[src/include/map_defines.svh]
// constants for the multiplexed address command port
// assumes inclusion by bare name from the design and test files
`ifndef MAP_DEFINES_SVH
`define MAP_DEFINES_SVH
`define MAP_ADDR_W        21
`define MAP_MUX_EN_BIT    9
`define MAP_CFG_W         18
`define MAP_BL_LSB        3
`define MAP_CFG1_ZQ_BIT   7
`define MAP_RTT_LSB       2
`define MAP_CFG_RST       18'h00000
`define MAP_CMD_W         3
`define MAP_LAT_W         4
`define MAP_TRC_NS        8
`define MAP_CLK_MHZ       250
`define MAP_TRC_CYC       ((`MAP_TRC_NS * `MAP_CLK_MHZ + 999) / 1000)
`define MAP_RD_LAT        4'h5
`define MAP_WR_LAT        4'h6
`endif

[src/include/map_pkg.sv]
// types for the multiplexed address command port
// assumes map_defines.svh is on the include path
package map_pkg;
  typedef enum logic [2:0]
  {
    MAP_CMD_NOP   = 3'b000,
    MAP_CMD_MRS   = 3'b001,
    MAP_CMD_RD    = 3'b010,
    MAP_CMD_WR    = 3'b011,
    MAP_CMD_BREF  = 3'b100,
    MAP_CMD_MBREF = 3'b101
  } map_cmd_t;
  typedef enum logic [1:0]
  {
    MAP_ST_IDLE = 2'b00,
    MAP_ST_HALF = 2'b01
  } map_state_t;
endpackage : map_pkg

[src/hdl/map_latency.sv]
// data latency counter started on the second-half edge in mux mode, the only edge in direct mode
// assumes start pulses from the same clock domain
`include "map_defines.svh"
`timescale 1ns/1ps
module map_latency
(
  input  wire logic                    clk_i,
  input  wire logic                    rst_i,
  input  wire logic                    start_i,
  input  wire logic [`MAP_LAT_W-1:0]   lat_i,
  output logic                         done_o
);
  logic [`MAP_LAT_W-1:0] cnt_q;
  logic                  run_q;
  // a new start restarts the count; back to back bursts overlap in the host
  always_ff @(posedge clk_i)
  begin
    if (rst_i)
    begin
      cnt_q <= '0;
      run_q <= 1'b0;
    end
    else if (start_i)
    begin
      cnt_q <= lat_i;
      run_q <= 1'b1;
    end
    else if (run_q && cnt_q != '0)
    begin
      cnt_q <= cnt_q - 4'h1;
    end
    else
    begin
      run_q <= 1'b0;
    end
  end
  always_ff @(posedge clk_i)
  begin
    if (rst_i)
      done_o <= 1'b0;
    else
      done_o <= run_q && !start_i && cnt_q == 4'h1;
  end
endmodule : map_latency

[src/hdl/map_port.sv]
// command and address decoder for multiplexed addressing
// assumes synchronous command pins; host keeps its own ordering duties
`include "map_defines.svh"
`timescale 1ns/1ps
module map_port
(
  input  wire logic                   clk_i,
  input  wire logic                   rst_i,
  input  wire logic                   dev_rst_n_i,
  input  wire logic                   wide_i,
  input  wire logic [`MAP_CMD_W-1:0]  cmd_i,
  input  wire logic [3:0]             bank_i,
  input  wire logic [`MAP_CFG_W:0]    addr_i,
  input  wire logic                   wb_cyc_i,
  input  wire logic                   wb_stb_i,
  input  wire logic                   wb_we_i,
  input  wire logic [3:0]             wb_adr_i,
  input  wire logic [3:0]             wb_sel_i,
  input  wire logic [31:0]            wb_dat_i,
  output logic [31:0]                 wb_dat_o,
  output logic                        wb_ack_o,
  output logic                        mux_mode_o,
  output logic                        exec_o,
  output logic [`MAP_CMD_W-1:0]       exec_cmd_o,
  output logic [3:0]                  exec_bank_o,
  output logic [`MAP_ADDR_W-1:0]      exec_addr_o,
  output logic                        data_go_o,
  output logic                        row_busy_o,
  output logic [1:0]                  rtt_sel_o,
  output logic                        rtt_en_o
);
  // ********************************************************
  // pin synchronisers
  // ********************************************************
  logic [`MAP_CMD_W-1:0] cmd_s1, cmd_s2;
  logic [3:0]            bank_s1, bank_s2;
  logic [`MAP_CFG_W:0]   addr_s1, addr_s2;
  logic [1:0]            rstn_s;
  logic [1:0]            wide_s;
  always_ff @(posedge clk_i)
  begin
    if (rst_i)
    begin
      cmd_s1  <= '0;
      cmd_s2  <= '0;
      bank_s1 <= '0;
      bank_s2 <= '0;
      addr_s1 <= '0;
      addr_s2 <= '0;
      rstn_s  <= 2'b00;
      wide_s  <= 2'b00;
    end
    else
    begin
      cmd_s1  <= cmd_i;
      cmd_s2  <= cmd_s1;
      bank_s1 <= bank_i;
      bank_s2 <= bank_s1;
      addr_s1 <= addr_i;
      addr_s2 <= addr_s1;
      rstn_s  <= {rstn_s[0], dev_rst_n_i};
      wide_s  <= {wide_s[0], wide_i};
    end
  end
  logic dev_rst;
  assign dev_rst = rst_i || !rstn_s[1];

  // ********************************************************
  // address merge function
  // ********************************************************
  // second-half lines 3,4,8,9,13,14,17,18 carry bits 1,2,6,7,11,12,16,15
  function automatic logic [`MAP_ADDR_W-1:0] map_merge
  (
    input logic [`MAP_CFG_W:0] ax,
    input logic [`MAP_CFG_W:0] ay,
    input logic                wide,
    input logic [1:0]          bl
  );
    logic [`MAP_ADDR_W-1:0] a;
    a     = '0;
    a[0]  = ax[0];
    a[3]  = ax[3];
    a[4]  = ax[4];
    a[5]  = ax[5];
    a[8]  = ax[8];
    a[9]  = ax[9];
    a[10] = ax[10];
    a[13] = ax[13];
    a[14] = ax[14];
    a[17] = ax[17];
    a[18] = ax[18];
    a[1]  = ay[3];
    a[2]  = ay[4];
    a[6]  = ay[8];
    a[7]  = ay[9];
    a[11] = ay[13];
    a[12] = ay[14];
    a[16] = ay[17];
    a[15] = ay[18];
    // bl: 0 = burst 2, 1 = burst 4, 2 = burst 8
    if (bl == 2'd0 || (!wide && bl == 2'd1))
      a[19] = ay[10];
    if (!wide && bl == 2'd0)
      a[20] = ay[5];
    return a;
  endfunction : map_merge

  // ********************************************************
  // mode state and command capture
  // ********************************************************
  map_pkg::map_state_t    st_q;
  logic                   mux_q;
  logic [`MAP_CMD_W-1:0]  cmd_q;
  logic [3:0]             bank_q;
  logic [`MAP_CFG_W:0]    ax_q;
  logic [`MAP_CFG_W-1:0]  cfg0_q, cfg1_q, cfg2_q;
  logic                   cfg2_done_q;
  logic [`MAP_ADDR_W-1:0] full_addr;
  logic [1:0]             bl_cur;
  logic                   cmd_valid;
  map_pkg::map_cmd_t      cmd_e;
  logic                   take_next;
  assign cmd_e     = map_pkg::map_cmd_t'(cmd_s2);
  assign cmd_valid = cmd_e != map_pkg::MAP_CMD_NOP;
  // a bank refresh has no second half, so its second edge may already open the next command
  assign take_next = mux_q && cmd_valid && st_q == map_pkg::MAP_ST_HALF
                     && cmd_q == map_pkg::MAP_CMD_BREF;
  assign bl_cur    = cfg0_q[`MAP_BL_LSB+1:`MAP_BL_LSB];
  assign full_addr = map_merge(ax_q, addr_s2, wide_s[1], bl_cur);

  always_ff @(posedge clk_i)
  begin
    if (dev_rst)
    begin
      st_q   <= map_pkg::MAP_ST_IDLE;
      cmd_q  <= '0;
      bank_q <= '0;
      ax_q   <= '0;
    end
    else
    begin
      case (st_q)
        map_pkg::MAP_ST_IDLE:
        begin
          if (mux_q && cmd_valid)
          begin
            st_q   <= map_pkg::MAP_ST_HALF;
            cmd_q  <= cmd_s2;
            bank_q <= bank_s2;
            ax_q   <= addr_s2;
          end
        end
        map_pkg::MAP_ST_HALF:
        begin
          if (take_next)
          begin
            cmd_q  <= cmd_s2;
            bank_q <= bank_s2;
            ax_q   <= addr_s2;
          end
          else
            st_q <= map_pkg::MAP_ST_IDLE;
        end
        default:
          st_q <= map_pkg::MAP_ST_IDLE;
      endcase
    end
  end

  // one-cycle execute strobe; direct mode executes at once
  logic                   ex_now;
  logic [`MAP_CMD_W-1:0]  ex_cmd;
  logic [3:0]             ex_bank;
  logic [`MAP_ADDR_W-1:0] ex_addr;
  always_comb
  begin
    ex_now  = 1'b0;
    ex_cmd  = cmd_s2;
    ex_bank = bank_s2;
    ex_addr = {2'b00, addr_s2[`MAP_CFG_W:0]};
    if (!mux_q)
      ex_now = cmd_valid;
    else if (st_q == map_pkg::MAP_ST_HALF)
    begin
      ex_now  = 1'b1;
      ex_cmd  = cmd_q;
      ex_bank = bank_q;
      ex_addr = full_addr;
    end
  end

  always_ff @(posedge clk_i)
  begin
    if (dev_rst)
    begin
      exec_o      <= 1'b0;
      exec_cmd_o  <= '0;
      exec_bank_o <= '0;
      exec_addr_o <= '0;
    end
    else
    begin
      exec_o     <= ex_now;
      exec_cmd_o <= ex_now ? ex_cmd : '0;
      // bank-controlled refresh drops the address, multibank drops the bank
      exec_bank_o <= (ex_cmd == map_pkg::MAP_CMD_MBREF) ? 4'h0 : ex_bank;
      exec_addr_o <= (ex_cmd == map_pkg::MAP_CMD_BREF) ? '0 : ex_addr;
    end
  end

  // ********************************************************
  // mode configuration
  // ********************************************************
  logic is_mrs;
  logic [1:0] mrs_sel;
  assign is_mrs  = ex_now && ex_cmd == map_pkg::MAP_CMD_MRS;
  assign mrs_sel = ex_bank[1:0];
  always_ff @(posedge clk_i)
  begin
    if (dev_rst)
    begin
      mux_q       <= 1'b0;
      cfg0_q      <= `MAP_CFG_RST;
      cfg1_q      <= `MAP_CFG_RST;
      cfg2_q      <= `MAP_CFG_RST;
      cfg2_done_q <= 1'b0;
    end
    else if (is_mrs)
    begin
      case (mrs_sel)
        2'd0:
        begin
          cfg0_q <= ex_addr[`MAP_CFG_W-1:0];
          if (ex_addr[`MAP_MUX_EN_BIT])
            mux_q <= 1'b1;
        end
        2'd1:
          cfg1_q <= ex_addr[`MAP_CFG_W-1:0];
        2'd2:
        begin
          cfg2_q      <= ex_addr[`MAP_CFG_W-1:0];
          cfg2_done_q <= 1'b1;
        end
        default:
          cfg2_done_q <= cfg2_done_q;
      endcase
    end
  end
  assign mux_mode_o = mux_q;
  always_ff @(posedge clk_i)
  begin
    if (dev_rst)
    begin
      rtt_en_o  <= 1'b0;
      rtt_sel_o <= 2'b00;
    end
    else
    begin
      rtt_en_o  <= cfg2_done_q && cfg1_q[`MAP_RTT_LSB+1:`MAP_RTT_LSB] != 2'b00;
      rtt_sel_o <= cfg2_done_q ? cfg1_q[`MAP_RTT_LSB+1:`MAP_RTT_LSB] : 2'b00;
    end
  end

  // ********************************************************
  // latency and row cycle
  // ********************************************************
  logic rw_start;
  logic [`MAP_LAT_W-1:0] lat_sel;
  assign rw_start = ex_now && (ex_cmd == map_pkg::MAP_CMD_RD || ex_cmd == map_pkg::MAP_CMD_WR);
  assign lat_sel  = (ex_cmd == map_pkg::MAP_CMD_WR) ? `MAP_WR_LAT : `MAP_RD_LAT;
  map_latency u_lat
  (
    .clk_i   (clk_i),
    .rst_i   (dev_rst),
    .start_i (rw_start),
    .lat_i   (lat_sel),
    .done_o  (data_go_o)
  );
  logic [3:0] trc_q;
  logic       row_start;
  // first-half edge in mux mode, the only edge in direct mode
  assign row_start = mux_q ? ((st_q == map_pkg::MAP_ST_IDLE && cmd_valid) || take_next) : cmd_valid;
  always_ff @(posedge clk_i)
  begin
    if (dev_rst)
      trc_q <= 4'h0;
    else if (row_start)
      trc_q <= 4'(`MAP_TRC_CYC);
    else if (trc_q != 4'h0)
      trc_q <= trc_q - 4'h1;
  end
  assign row_busy_o = trc_q != 4'h0;

  // ********************************************************
  // wishbone status slave
  // ********************************************************
  always_ff @(posedge clk_i)
  begin
    if (rst_i)
    begin
      wb_ack_o <= 1'b0;
      wb_dat_o <= 32'h00000000;
    end
    else
    begin
      wb_ack_o <= wb_cyc_i && wb_stb_i && !wb_ack_o;
      case (wb_adr_i)
        4'h0: wb_dat_o <= {29'h0, cfg2_done_q, rtt_en_o, mux_q};
        4'h4: wb_dat_o <= {14'h0, cfg0_q};
        4'h8: wb_dat_o <= {14'h0, cfg1_q};
        4'hc: wb_dat_o <= {14'h0, cfg2_q};
        default: wb_dat_o <= 32'h00000000;
      endcase
    end
  end
endmodule : map_port

[config.mk]
export PLATFORM = sky130hd
export DESIGN_NAME = map_port
export DESIGN_NICKNAME = d
export VERILOG_FILES = /design/src/include/map_pkg.sv /design/src/hdl/map_latency.sv /design/src/hdl/map_port.sv
export VERILOG_INCLUDE_DIRS = /design/src /design/src/include
export SDC_FILE = /design/constraint.sdc
export NUM_CORES = 1
export LEC_CHECK = 0
export ABC_CLOCK_PERIOD_IN_PS = 2150
export BUFFER_PORTS_ARGS = -buffer_cell sky130_fd_sc_hd__buf_4
export CAP_MARGIN = 20
export CORE_ASPECT_RATIO = 1.25
export CORE_MARGIN = 2
export CORE_UTILIZATION = 45
export CTS_CLUSTER_SIZE = 25
export DETAILED_ROUTE_END_ITERATION = 10
export GPL_TIMING_DRIVEN = 0
export PLACE_DENSITY = 0.77
export SLEW_MARGIN = 20
export SYNTH_ARGS = -nofsm -noshare
export SYNTH_HDL_FRONTEND = slang
export SYNTH_SLANG_ARGS = --single-unit
[constraint.sdc]
create_clock -name clk_i -period 2.15 [get_ports clk_i]
set_clock_uncertainty 0.05 [all_clocks]
set_input_delay 0.1075 -clock clk_i [delete_from_list [all_inputs] [get_ports clk_i]]
set_output_delay 0.1075 -clock clk_i [all_outputs]
set_load 0.02 [all_outputs]
## Word-level counts from Yosys, hierarchy flattened

Index checks and enable logic that the tools add are counted.

- Reduce and logical (&&, ||, !) cells: 46
- Eq/ne operators: 18
- Multiplexer cells: 29
- Bitwise gates (word level): 6
- Add/sub/neg operators: 2

Operator list:

| cell | count |
|---|---|
| 19-bit two-way mux | 4 |
| 18-bit one-hot mux with 4 select lines | 1 |
| 19-bit one-hot mux with 2 select lines | 1 |
| 4-bit two-way mux | 6 |
| 1-bit logical AND | 14 |
| 3-bit two-way mux | 4 |
| 2-bit two-way mux | 5 |
| 2-bit OR reduction | 5 |
| 5-bit OR reduction | 2 |
| 3-bit == test (second input constant) | 3 |
| 4-bit == test (second input constant) | 2 |
| 4-bit one-hot mux with 2 select lines | 1 |
| 2-bit AND reduction | 4 |
| 2-bit nonzero test | 4 |
| 4-bit nonzero test | 2 |
| 4-bit by 1-bit subtractor with 4-bit output (second input constant) | 2 |
| 2-bit by 1-bit == test with 1-bit output (second input constant) | 3 |
| 3-bit by 2-bit == test with 1-bit output (second input constant) | 2 |
| 2-bit zero test | 3 |
| 2-bit inequality test (second input constant) | 3 |
| 1-bit NOT | 6 |
| 3-bit one-hot mux with 2 select lines | 1 |
| 3-bit AND reduction | 2 |
| 1-bit two-way mux | 5 |
| 10 further kinds | 16 |

- Output and inout port bits: 68
- Bits in registers: 215
- Logic and storage cells: 133
- Bits of input ports: 73

## Depth between registers and ports, before layout

Gate-level depths: netlist of run 1.

- Depth after elaboration: 9
- Mapped depth: 7
- Depth with buffers taken out: 6

## Modules after synthesis

A second synthesis of run 1 with hierarchy kept.

- Cells, all modules: 703
- Area total of the unflattened synthesis: 7080.5 um2

By module, submodules not included:

| module | seq. area each (um2) | times used | area each (um2) | cells an instance |
|---|---|---|---|---|
| map_port | 3723.6 | 1 | 6744.0 | 663 |
| map_latency | 120.1 | 1 | 336.6 | 40 |

## Least setup slack after synthesis of run 1

No wires, ideal clock.

- Kind: reg-to-reg
- Start point: register mux_q (netlist: mux_mode_o)
- End point: register cfg1_q[9]
- Data arrival time: 1754 ps
- Path slack: 225 ps
- Library setup time: 121 ps
- Cell stages (with the launch flop): 7
- Clock period less this slack: 1925 ps
- Path buffers: 2
- Required time: 1979 ps
- Cells stage by stage: dfxtp_1 -> nand2_2 -> o32a_1 -> or4b_4 -> buf_6 -> buf_8 -> mux2i_1

- Word-level cells in the longest chain between the ends: 4
- Elaborated cells between the ends (all ways): 8
- Classes of those cells: eq/ne (2); mux (4); reduce/logical (2)

Ends and longest elaborated chain:

| what | line | source |
|---|---|---|
| start: declaration | map_port.sv:112 | `logic mux_q;` |
| start signal: assignment | map_port.sv:222 | `mux_q <= 1'b0;` |
| start signal: assignment | map_port.sv:235 | `mux_q <= 1'b1;` |
| 3-bit two-way mux | map_port.sv:181 | `if (!mux_q)` |
| 3-bit by 1-bit == test with 1-bit output | map_port.sv:216 | `assign is_mrs = ex_now && ex_cmd == map_pkg::MAP_CMD_MRS;` |
| 1-bit logical AND | map_port.sv:216 |  |
| 2-bit AND reduction (no line) | n/a |  |
| end signal: assignment | map_port.sv:224 | `` cfg1_q <= `MAP_CFG_RST; `` |
| end signal: assignment | map_port.sv:238 | `` cfg1_q <= ex_addr[`MAP_CFG_W-1:0]; `` |
| end: declaration | map_port.sv:116 | `` logic [`MAP_CFG_W-1:0] cfg0_q, cfg1_q, cfg2_q; `` |

Parallel ways exist; a longest one is shown, timed or not.
A chain may end at the register's enable or synchronous reset.

## Worst setup path after layout of run 1

- Start point: register mux_q (netlist: mux_mode_o)
- End point: register cfg0_q[15]

- Word-level cells in the longest chain between the ends: 4
- Elaborated cells between the ends (all ways): 8
- Classes of those cells: eq/ne (1); mux (4); reduce/logical (3)

Ends and longest elaborated chain:

| what | line | source |
|---|---|---|
| 3-bit two-way mux | map_port.sv:181 |  |
| 3-bit by 1-bit == test with 1-bit output | map_port.sv:216 |  |
| 1-bit logical AND | map_port.sv:216 |  |
| 2-bit AND reduction (no line) | n/a |  |
| end signal: assignment | map_port.sv:223 | `` cfg0_q <= `MAP_CFG_RST; `` |
| end signal: assignment | map_port.sv:233 | `` cfg0_q <= ex_addr[`MAP_CFG_W-1:0]; `` |
| end: declaration | map_port.sv:116 |  |

Parallel ways exist; a longest one is shown, timed or not.

==> flow_metrics.py, run 1 <==
metrics = {
    "timing": {
        "hold_violations": 0,
        "setup_tns_ns": 0,
        "grt_setup_unrepaired": "false",
        "drv_slew": 0,
        "worst_slew_pin_slew_ns": 0.733,
        "min_period_ns": 2.04,
        "period_share": 0.948,
        "fin_hold_ws_ns": 0.220,
        "fin_ws_ns": 0.112,
        "finalSetupViolations": 0,
        "max_freq_mhz": 491,
        "slew_headroom": 0.511,
    },
    "route": {
        "wire_per_inst_um": 14.4,
        "drt_iter0_drc": 243,
        "vias_per_cell": 4.96,
        "ant_nets": 0,
        "via_count": 5067,
        "drc": 0,
        "routed_wl_um": 14800,
        "drt_pass1_iterations": 5,
    },
    "die": {
        "core-area_um2": 15000,
        "die_area_um2": 16400,
        "num_io_pins": 141,
        "die_h_um": 143,
        "rows": 50,
        "die_w_um": 115,
        "initial_core_util": 0.461,
    },
    "job": {
        "cap_violations": 0,
    },
    "global_route": {
        "antenna_found_initial": 0,
        "grt_pass1_vias": 4935,
        "grt_max_degree": 18,
        "groute.usage.overall": 0.184,
        "grt_pass1_wl_um": 23700,
        "grt.overflow.total": 0,
    },
    "pwr": {
        "switching_share": 0.213,
        "totalPowerFinal_mw": 7.15,
        "cell_internal_pwr_mw": 5.63,
        "clkPwrFrac": 0.448,
        "ir_drop_mv": 0.539,
        "combPwrFrac": 0.044,
        "leakage_nw": 3.91,
        "power_frac_seq": 0.508,
        "powerDensity_nw_per_um2": 813,
        "switchingPower_mw": 1.52,
    },
    "clock_tree": {
        "numCtsBuffers": 17,
        "cts_root_buffer": "clkbuf_16",
        "path_clk_slew_ns": 0.07,
        "htreeDepth": 4,
        "cts.path.max_buffers": 2,
        "numClockSinks": 192,
        "cts_tree": "built",
        "clock_latency_ns": 0.42,
    },
    "logic_synthesis": {
        "ys_top_cells_by_count": "dfxtp_1, nand2_1, nor2b_1, mux2i_1, nor2_1",
        "ys_ff_latch": 192,
        "synth.area.top_cells": "dfxtp_1, mux2i_1, mux2_2, nand2_1, nor2b_1",
        "syn_area_per_cell_um2": 10.2,
        "yosysTopAreaCellShare": 0.556,
        "synth_area_leader_cell": "dfxtp_1",
        "yosysMostFrequentCell": "dfxtp_1",
        "ys_seq_area_frac": 0.556,
        "syn_inst": 677,
        "ys.flop_type": "dfxtp_1",
        "synth_edf_count": 0,
        "synthArstFlopShare": 0,
        "yosysUniqueCellTypes": 47,
        "syn_area_um2": 6920,
        "yosys_warnings": 0,
    },
    "final_layout": {
        "final_nets": 902,
        "stdcell_area_um2": 8790,
        "num_antenna_cells": 0,
        "drive_gt1_frac": 0.233,
        "area_growth_pct": 27.0,
        "stdcell_count": 1022,
        "final_util": 0.585,
    },
    "place": {
        "port_buffers": 87,
        "placed_cell_area_um2": 7850,
        "dpl.hpwl_um": 10200,
        "post-place-cells": 959,
        "gp_congestion": 0.870,
        "post-place-ws_ns": 0.0225,
    },
    "worst_setup_path": {
        "crit_path_end_kind": "register",
        "cp.depth": 7,
        "cp-start-kind": "register",
        "r2r_slack_ns": 0.11,
        "worstPathRequired_ns": 2.45,
        "worst_path_max_delay_cell": "dfxtp_1",
        "rr_worst_depth": 7,
        "cpPeakStageDelay_ns": 0.47,
        "cpLargestDelayFamily": "buffers and inverters",
        "reg2reg_from": "mux_mode_o",
        "critPathMaxFanout": 10,
        "crit_chain": "nand2_2 > buf_4 > a31o_2 > nand4_1 > clkbuf_4 > buf_4 > mux2i_1",
        "r2r_end": "cfg0_q[15]",
        "crit_top_cell": "buf_4",
        "arrival_ns": 2.34,
        "path_class": "reg2reg",
        "crit_buf_inv": 3,
    },
    "worst_hold_path": {
        "hold_path.class": "in2reg",
        "min_to": "wb_dat_o[17]",
        "min_from": "wb_adr_i[3]",
        "hold_depth": 3,
    },
    "run_status": {
        "status": "completed",
    },
}
-- area by class of cell --
type / count / area [um^2]
fillers: 1302 / 6220
flip-flops and latches: 192 / 3840
multi-input cells: 435 / 2800
repair buffers: 118 / 963
clock buffers: 18 / 429
plain buffers: 57 / 322
well taps: 182 / 228
clock inverters: 14 / 178
inverters: 6 / 22.5
-- cells by family after synthesis --
logic type               after synthesis  share of synthesized area
AO/OA/AOI/OAI                         61                     0.0552
XOR/XNOR                               2                    0.00253
adder cells (fa/ha/maj)                2                    0.00362
buffers and inverters                 63                     0.0472
flip-flops                           192                      0.556
multiplexers                          98                      0.154
other                                  1                   0.000542
AND/OR/NAND/NOR                      258                      0.182
-- worst max-delay path by stage --
stage / from / to / slack [ns]
finish: mux_mode_o / cfg0_q[15] / 0.11
global placement: mux_mode_o / ax_q[13] / 0.06
floorplan: mux_mode_o / cfg1_q[9] / 0.22
CTS: mux_mode_o / cfg0_q[15] / 0.008
global route: mux_mode_o / cfg0_q[2] / 0.01
detailed placement: st_q[0] / cfg0_q[2] / 0.02
-- worst register-to-register path, stage by stage, from the launching register on --
cell,delay [ns]
dfxtp_1,0.47
nand2_2,0.14
buf_4,0.20
a31o_2,0.26
nand4_1,0.09
clkbuf_4,0.26
buf_4,0.28
mux2i_1,0.21
-- layer usage --
metal	vias to the layer above	routed length (um)	GRT usage
met5	-	0	0
met4	0	422	0.0824
met3	29	645	0.0348
met2	136	7510	0.325
met1	2365	6180	0.215
li1	2537	-	-
-- sequential cells by signal, summed over array words and instances, names as in the netlist, 4 cells and up --
name,cells
wb_dat_o,18
cfg0_q,18
addr_s1,19
bank_s2,4
exec_bank_o,4
bank_s1,4
exec_addr_o,21
ax_q,11
bank_q,4
trc_q,4
cfg2_q,18
u_lat.cnt_q,4
addr_s2,19
cfg1_q,18
-- timing repair --
item,in CTS,in global routing
endpoints found under the setup margin,9,76
buffers inserted,0,0
gates resized for setup,3,18
endpoints found under the hold margin,30,0
pin swaps,0,0
hold buffers,31,0
-- power groups by stage --
| stage | combinational [mW] | sequential, mW | clock [mW] |
|---|---|---|---|
| global placement | 0.269 | 3.71 | 0 |
| floorplan | 0.173 | 3.71 | 0 |
| global route | 0.345 | 3.63 | 3.39 |
| finish | 0.317 | 3.63 | 3.20 |
| detailed placement | 0.270 | 3.71 | 0 |
| CTS | 0.315 | 3.63 | 3.25 |
-- cells in the final DEF, fill, tap and decap left out, types with 4 or more instances in the layout --
cell type / n
nand2b_1: 5
clkbuf_2: 10
and3_1: 4
mux2_2: 35
mux2i_1: 60
o31ai_1: 4
a22oi_1: 16
nand3_1: 17
o21ai_0: 21
nor2_1: 42
clkbuf_16: 17
nand2_1: 104
dlygate4sd3_1: 31
buf_4: 105
inv_1: 6
clkbuf_1: 22
a21oi_1: 11
inv_6: 5
conb_1: 14
nor2b_1: 62
dfxtp_1: 191
Power figures use the tool's default switching activity.
==> run 2, diff against run 1 <==
--- a/config.mk
+++ b/config.mk
@@ -6,7 +6,7 @@
 export SDC_FILE = /design/constraint.sdc
 export NUM_CORES = 1
 export LEC_CHECK = 0
-export ABC_CLOCK_PERIOD_IN_PS = 2150
+export ABC_CLOCK_PERIOD_IN_PS = 1780
 export BUFFER_PORTS_ARGS = -buffer_cell sky130_fd_sc_hd__buf_4
 export CAP_MARGIN = 20
 export CORE_ASPECT_RATIO = 1.25
@@ -15,7 +15,7 @@
 export CTS_CLUSTER_SIZE = 25
 export DETAILED_ROUTE_END_ITERATION = 10
 export GPL_TIMING_DRIVEN = 0
-export PLACE_DENSITY = 0.77
+export PLACE_DENSITY = 0.8
 export SLEW_MARGIN = 20
 export SYNTH_ARGS = -nofsm -noshare
 export SYNTH_HDL_FRONTEND = slang
==> constraint.sdc (replaced) <==
create_clock -name clk_i -period 1.78 [get_ports clk_i]
set_clock_uncertainty 0.05 [all_clocks]
set_input_delay 0.089 -clock clk_i [delete_from_list [all_inputs] [get_ports clk_i]]
set_output_delay 0.089 -clock clk_i [all_outputs]
set_load 0.02 [all_outputs]
==> run 2 against run 1 <==
  * Sequential power is 21% higher
  * Die area stayed put
  * Flip-flop and latch count stayed put
  * The run now ends with negative setup slack left
  * Core utilization is 1.9 points higher
  * Sequential share of layout area is 1.2 points lower
  * Clock power is 26% higher
  * Power is 23% higher
  * Worst setup slack worse by 0.21 ns
==> flow_metrics.py, run 2 (synthesis gave the netlist of run 1 again) <==
metrics = {
    "clock_tree": {
        "path_clk_slew_ns": 0.07,
        "cts_tree": "built",
        "cts.path.max_buffers": 2,
        "htreeDepth": 4,
        "numClockSinks": 192,
        "cts_root_buffer": "clkbuf_16",
        "numCtsBuffers": 17,
        "clock_latency_ns": 0.43,
    },
    "route": {
        "wl_met3_um": 840,
        "drt_iter0_drc": 301,
        "top_layer": "met4",
        "routed-wl-met2_um": 7870,
        "wire_per_inst_um": 14.9,
        "routed_wl_um": 15500,
        "wl_met1_um": 6210,
        "vias_per_cell": 5.01,
        "ant_nets": 0,
        "drt_pass1_iterations": 5,
        "via_count": 5207,
        "drc": 0,
    },
    "timing": {
        "worst_slew_pin_slew_ns": 0.756,
        "slew_headroom": 0.496,
        "grt_setup_unrepaired": "true",
        "min_period_ns": 1.88,
        "period_share": 1.06,
        "fin_ws_ns": -0.0992,
        "fin_hold_ws_ns": 0.212,
        "hold_violations": 0,
        "finalSetupViolations": 19,
        "max_freq_mhz": 532,
        "drv_slew": 0,
    },
    "global_route": {
        "grt_max_degree": 19,
        "antenna_found_initial": 0,
        "grt_pass1_vias": 5095,
        "groute.usage.overall": 0.191,
        "grt_pass1_wl_um": 24400,
        "grt.overflow.total": 0,
    },
    "final_layout": {
        "final_cell_mix": "dfxtp_1, buf_4, nand2_1, nor2b_1, mux2i_1",
        "mostFrequentLayoutCell": "dfxtp_1",
        "drive_gt1_frac": 0.268,
        "largest_register": "exec_addr_o",
        "num_antenna_cells": 0,
        "largestRegisters": "exec_addr_o: 21 flops, addr_s1: 19 flops, addr_s2: 19 flops",
        "largest_reg_flops": 21,
        "multiInputGateArea_um2": 2850,
        "fill_cells": 1230,
        "area_growth_pct": 31.2,
        "seqCellArea_um2": 3860,
        "final_nets": 919,
    },
    "die": {
        "die_h_um": 143,
        "die_area_um2": 16400,
        "core-area_um2": 15000,
        "rows": 50,
        "die_w_um": 115,
        "num_io_pins": 141,
        "initial_core_util": 0.461,
    },
    "worst_setup_path": {
        "crit_path_end_kind": "register",
        "worstPathRequired_ns": 2.05,
        "critPathMaxFanout": 6,
        "arrival_ns": 2.15,
        "path_class": "reg2reg",
        "cp-start-kind": "register",
    },
    "run_status": {
        "violations": "negative setup slack",
        "status": "finished, violations left",
    },
    "pwr": {
        "ir_drop_mv": 0.597,
        "powerDensity_nw_per_um2": 972,
        "totalPowerFinal_mw": 8.82,
        "leakage_nw": 4.05,
    },
    "place": {
        "gp_congestion": 0.818,
        "dpl.hpwl_um": 10400,
        "port_buffers": 87,
    },
    "job": {
        "cap_violations": 0,
    },
    "worst_hold_path": {
        "hold_path.class": "in2reg",
    },
}
run 2: final timing paths:
check | end | cells past startpoint | start | slack [ns]
max | cfg1_q[10] | 4 | mux_mode_o | -0.1
min | wb_dat_o[17] | 3 | wb_adr_i[3] | 0.21
max reg2reg | cfg1_q[10] | 4 | mux_mode_o | -0.1
min reg2reg | addr_s2[3] | 1 | addr_s1[3] | 0.39
run 2: layout make-up:
type                            instances  area share
Multi-Input combinational cell        435       0.314
Inverter                                6     0.00248
Clock buffer                           18      0.0484
Buffer                                 55      0.0394
Tap cell                              182      0.0251
Timing Repair Buffer                  137       0.124
Sequential cell                       192       0.425
Clock inverter                         14      0.0215
run 2: per-stage QoR:
| stage | TNS [ns] | setup slack [ns] | utilization | area [um^2] | cells |
|---|---|---|---|---|---|
| after floorplan | -0.784 | -0.0794 | - | 6980 | 690 |
| after global placement | -20.83 | -0.271 | 0.524 | 7860 | 959 |
| after detailed placement | -22.96 | -0.288 | 0.524 | 7860 | 959 |
| after CTS | -2.75 | -0.167 | 0.599 | 8990 | 1032 |
| after global routing | -2.68 | -0.140 | 0.605 | 9080 | 1039 |
| final | -1.63 | -0.0992 | 0.605 | 9080 | 1039 |
run 2: worst max-delay path: stages, from the launching register on:
cell	delay, ns
dfxtp_4	0.38
o32a_1	0.38
or4b_4	0.65
buf_12	0.19
mux2i_1	0.12
run 2: metal layers:
layer	track usage	vias up
met5	0	-
met4	0.105	0
met3	0.0374	46
met2	0.330	179
met1	0.220	2409
li1	-	2573
run 2: what timing repair did:
action | CTS | global route
hold buffers | 31 | 0
buffers inserted | 9 | 9
cloned | 1 | 0
hold endpoints to repair | 30 | 0
resized for setup | 34 | 19
pin swaps | 2 | 2
endpoints found under the setup margin | 100 | 89
run 2: power breakdown:
group | leakage (nW) | total (mW) | switching (mW) | internal, mW
logic | 2.17 | 0.402 | 0.193 | 0.209
clock network | 0.313 | 4.04 | 1.74 | 2.31
registers | 1.56 | 4.38 | 0.0253 | 4.35
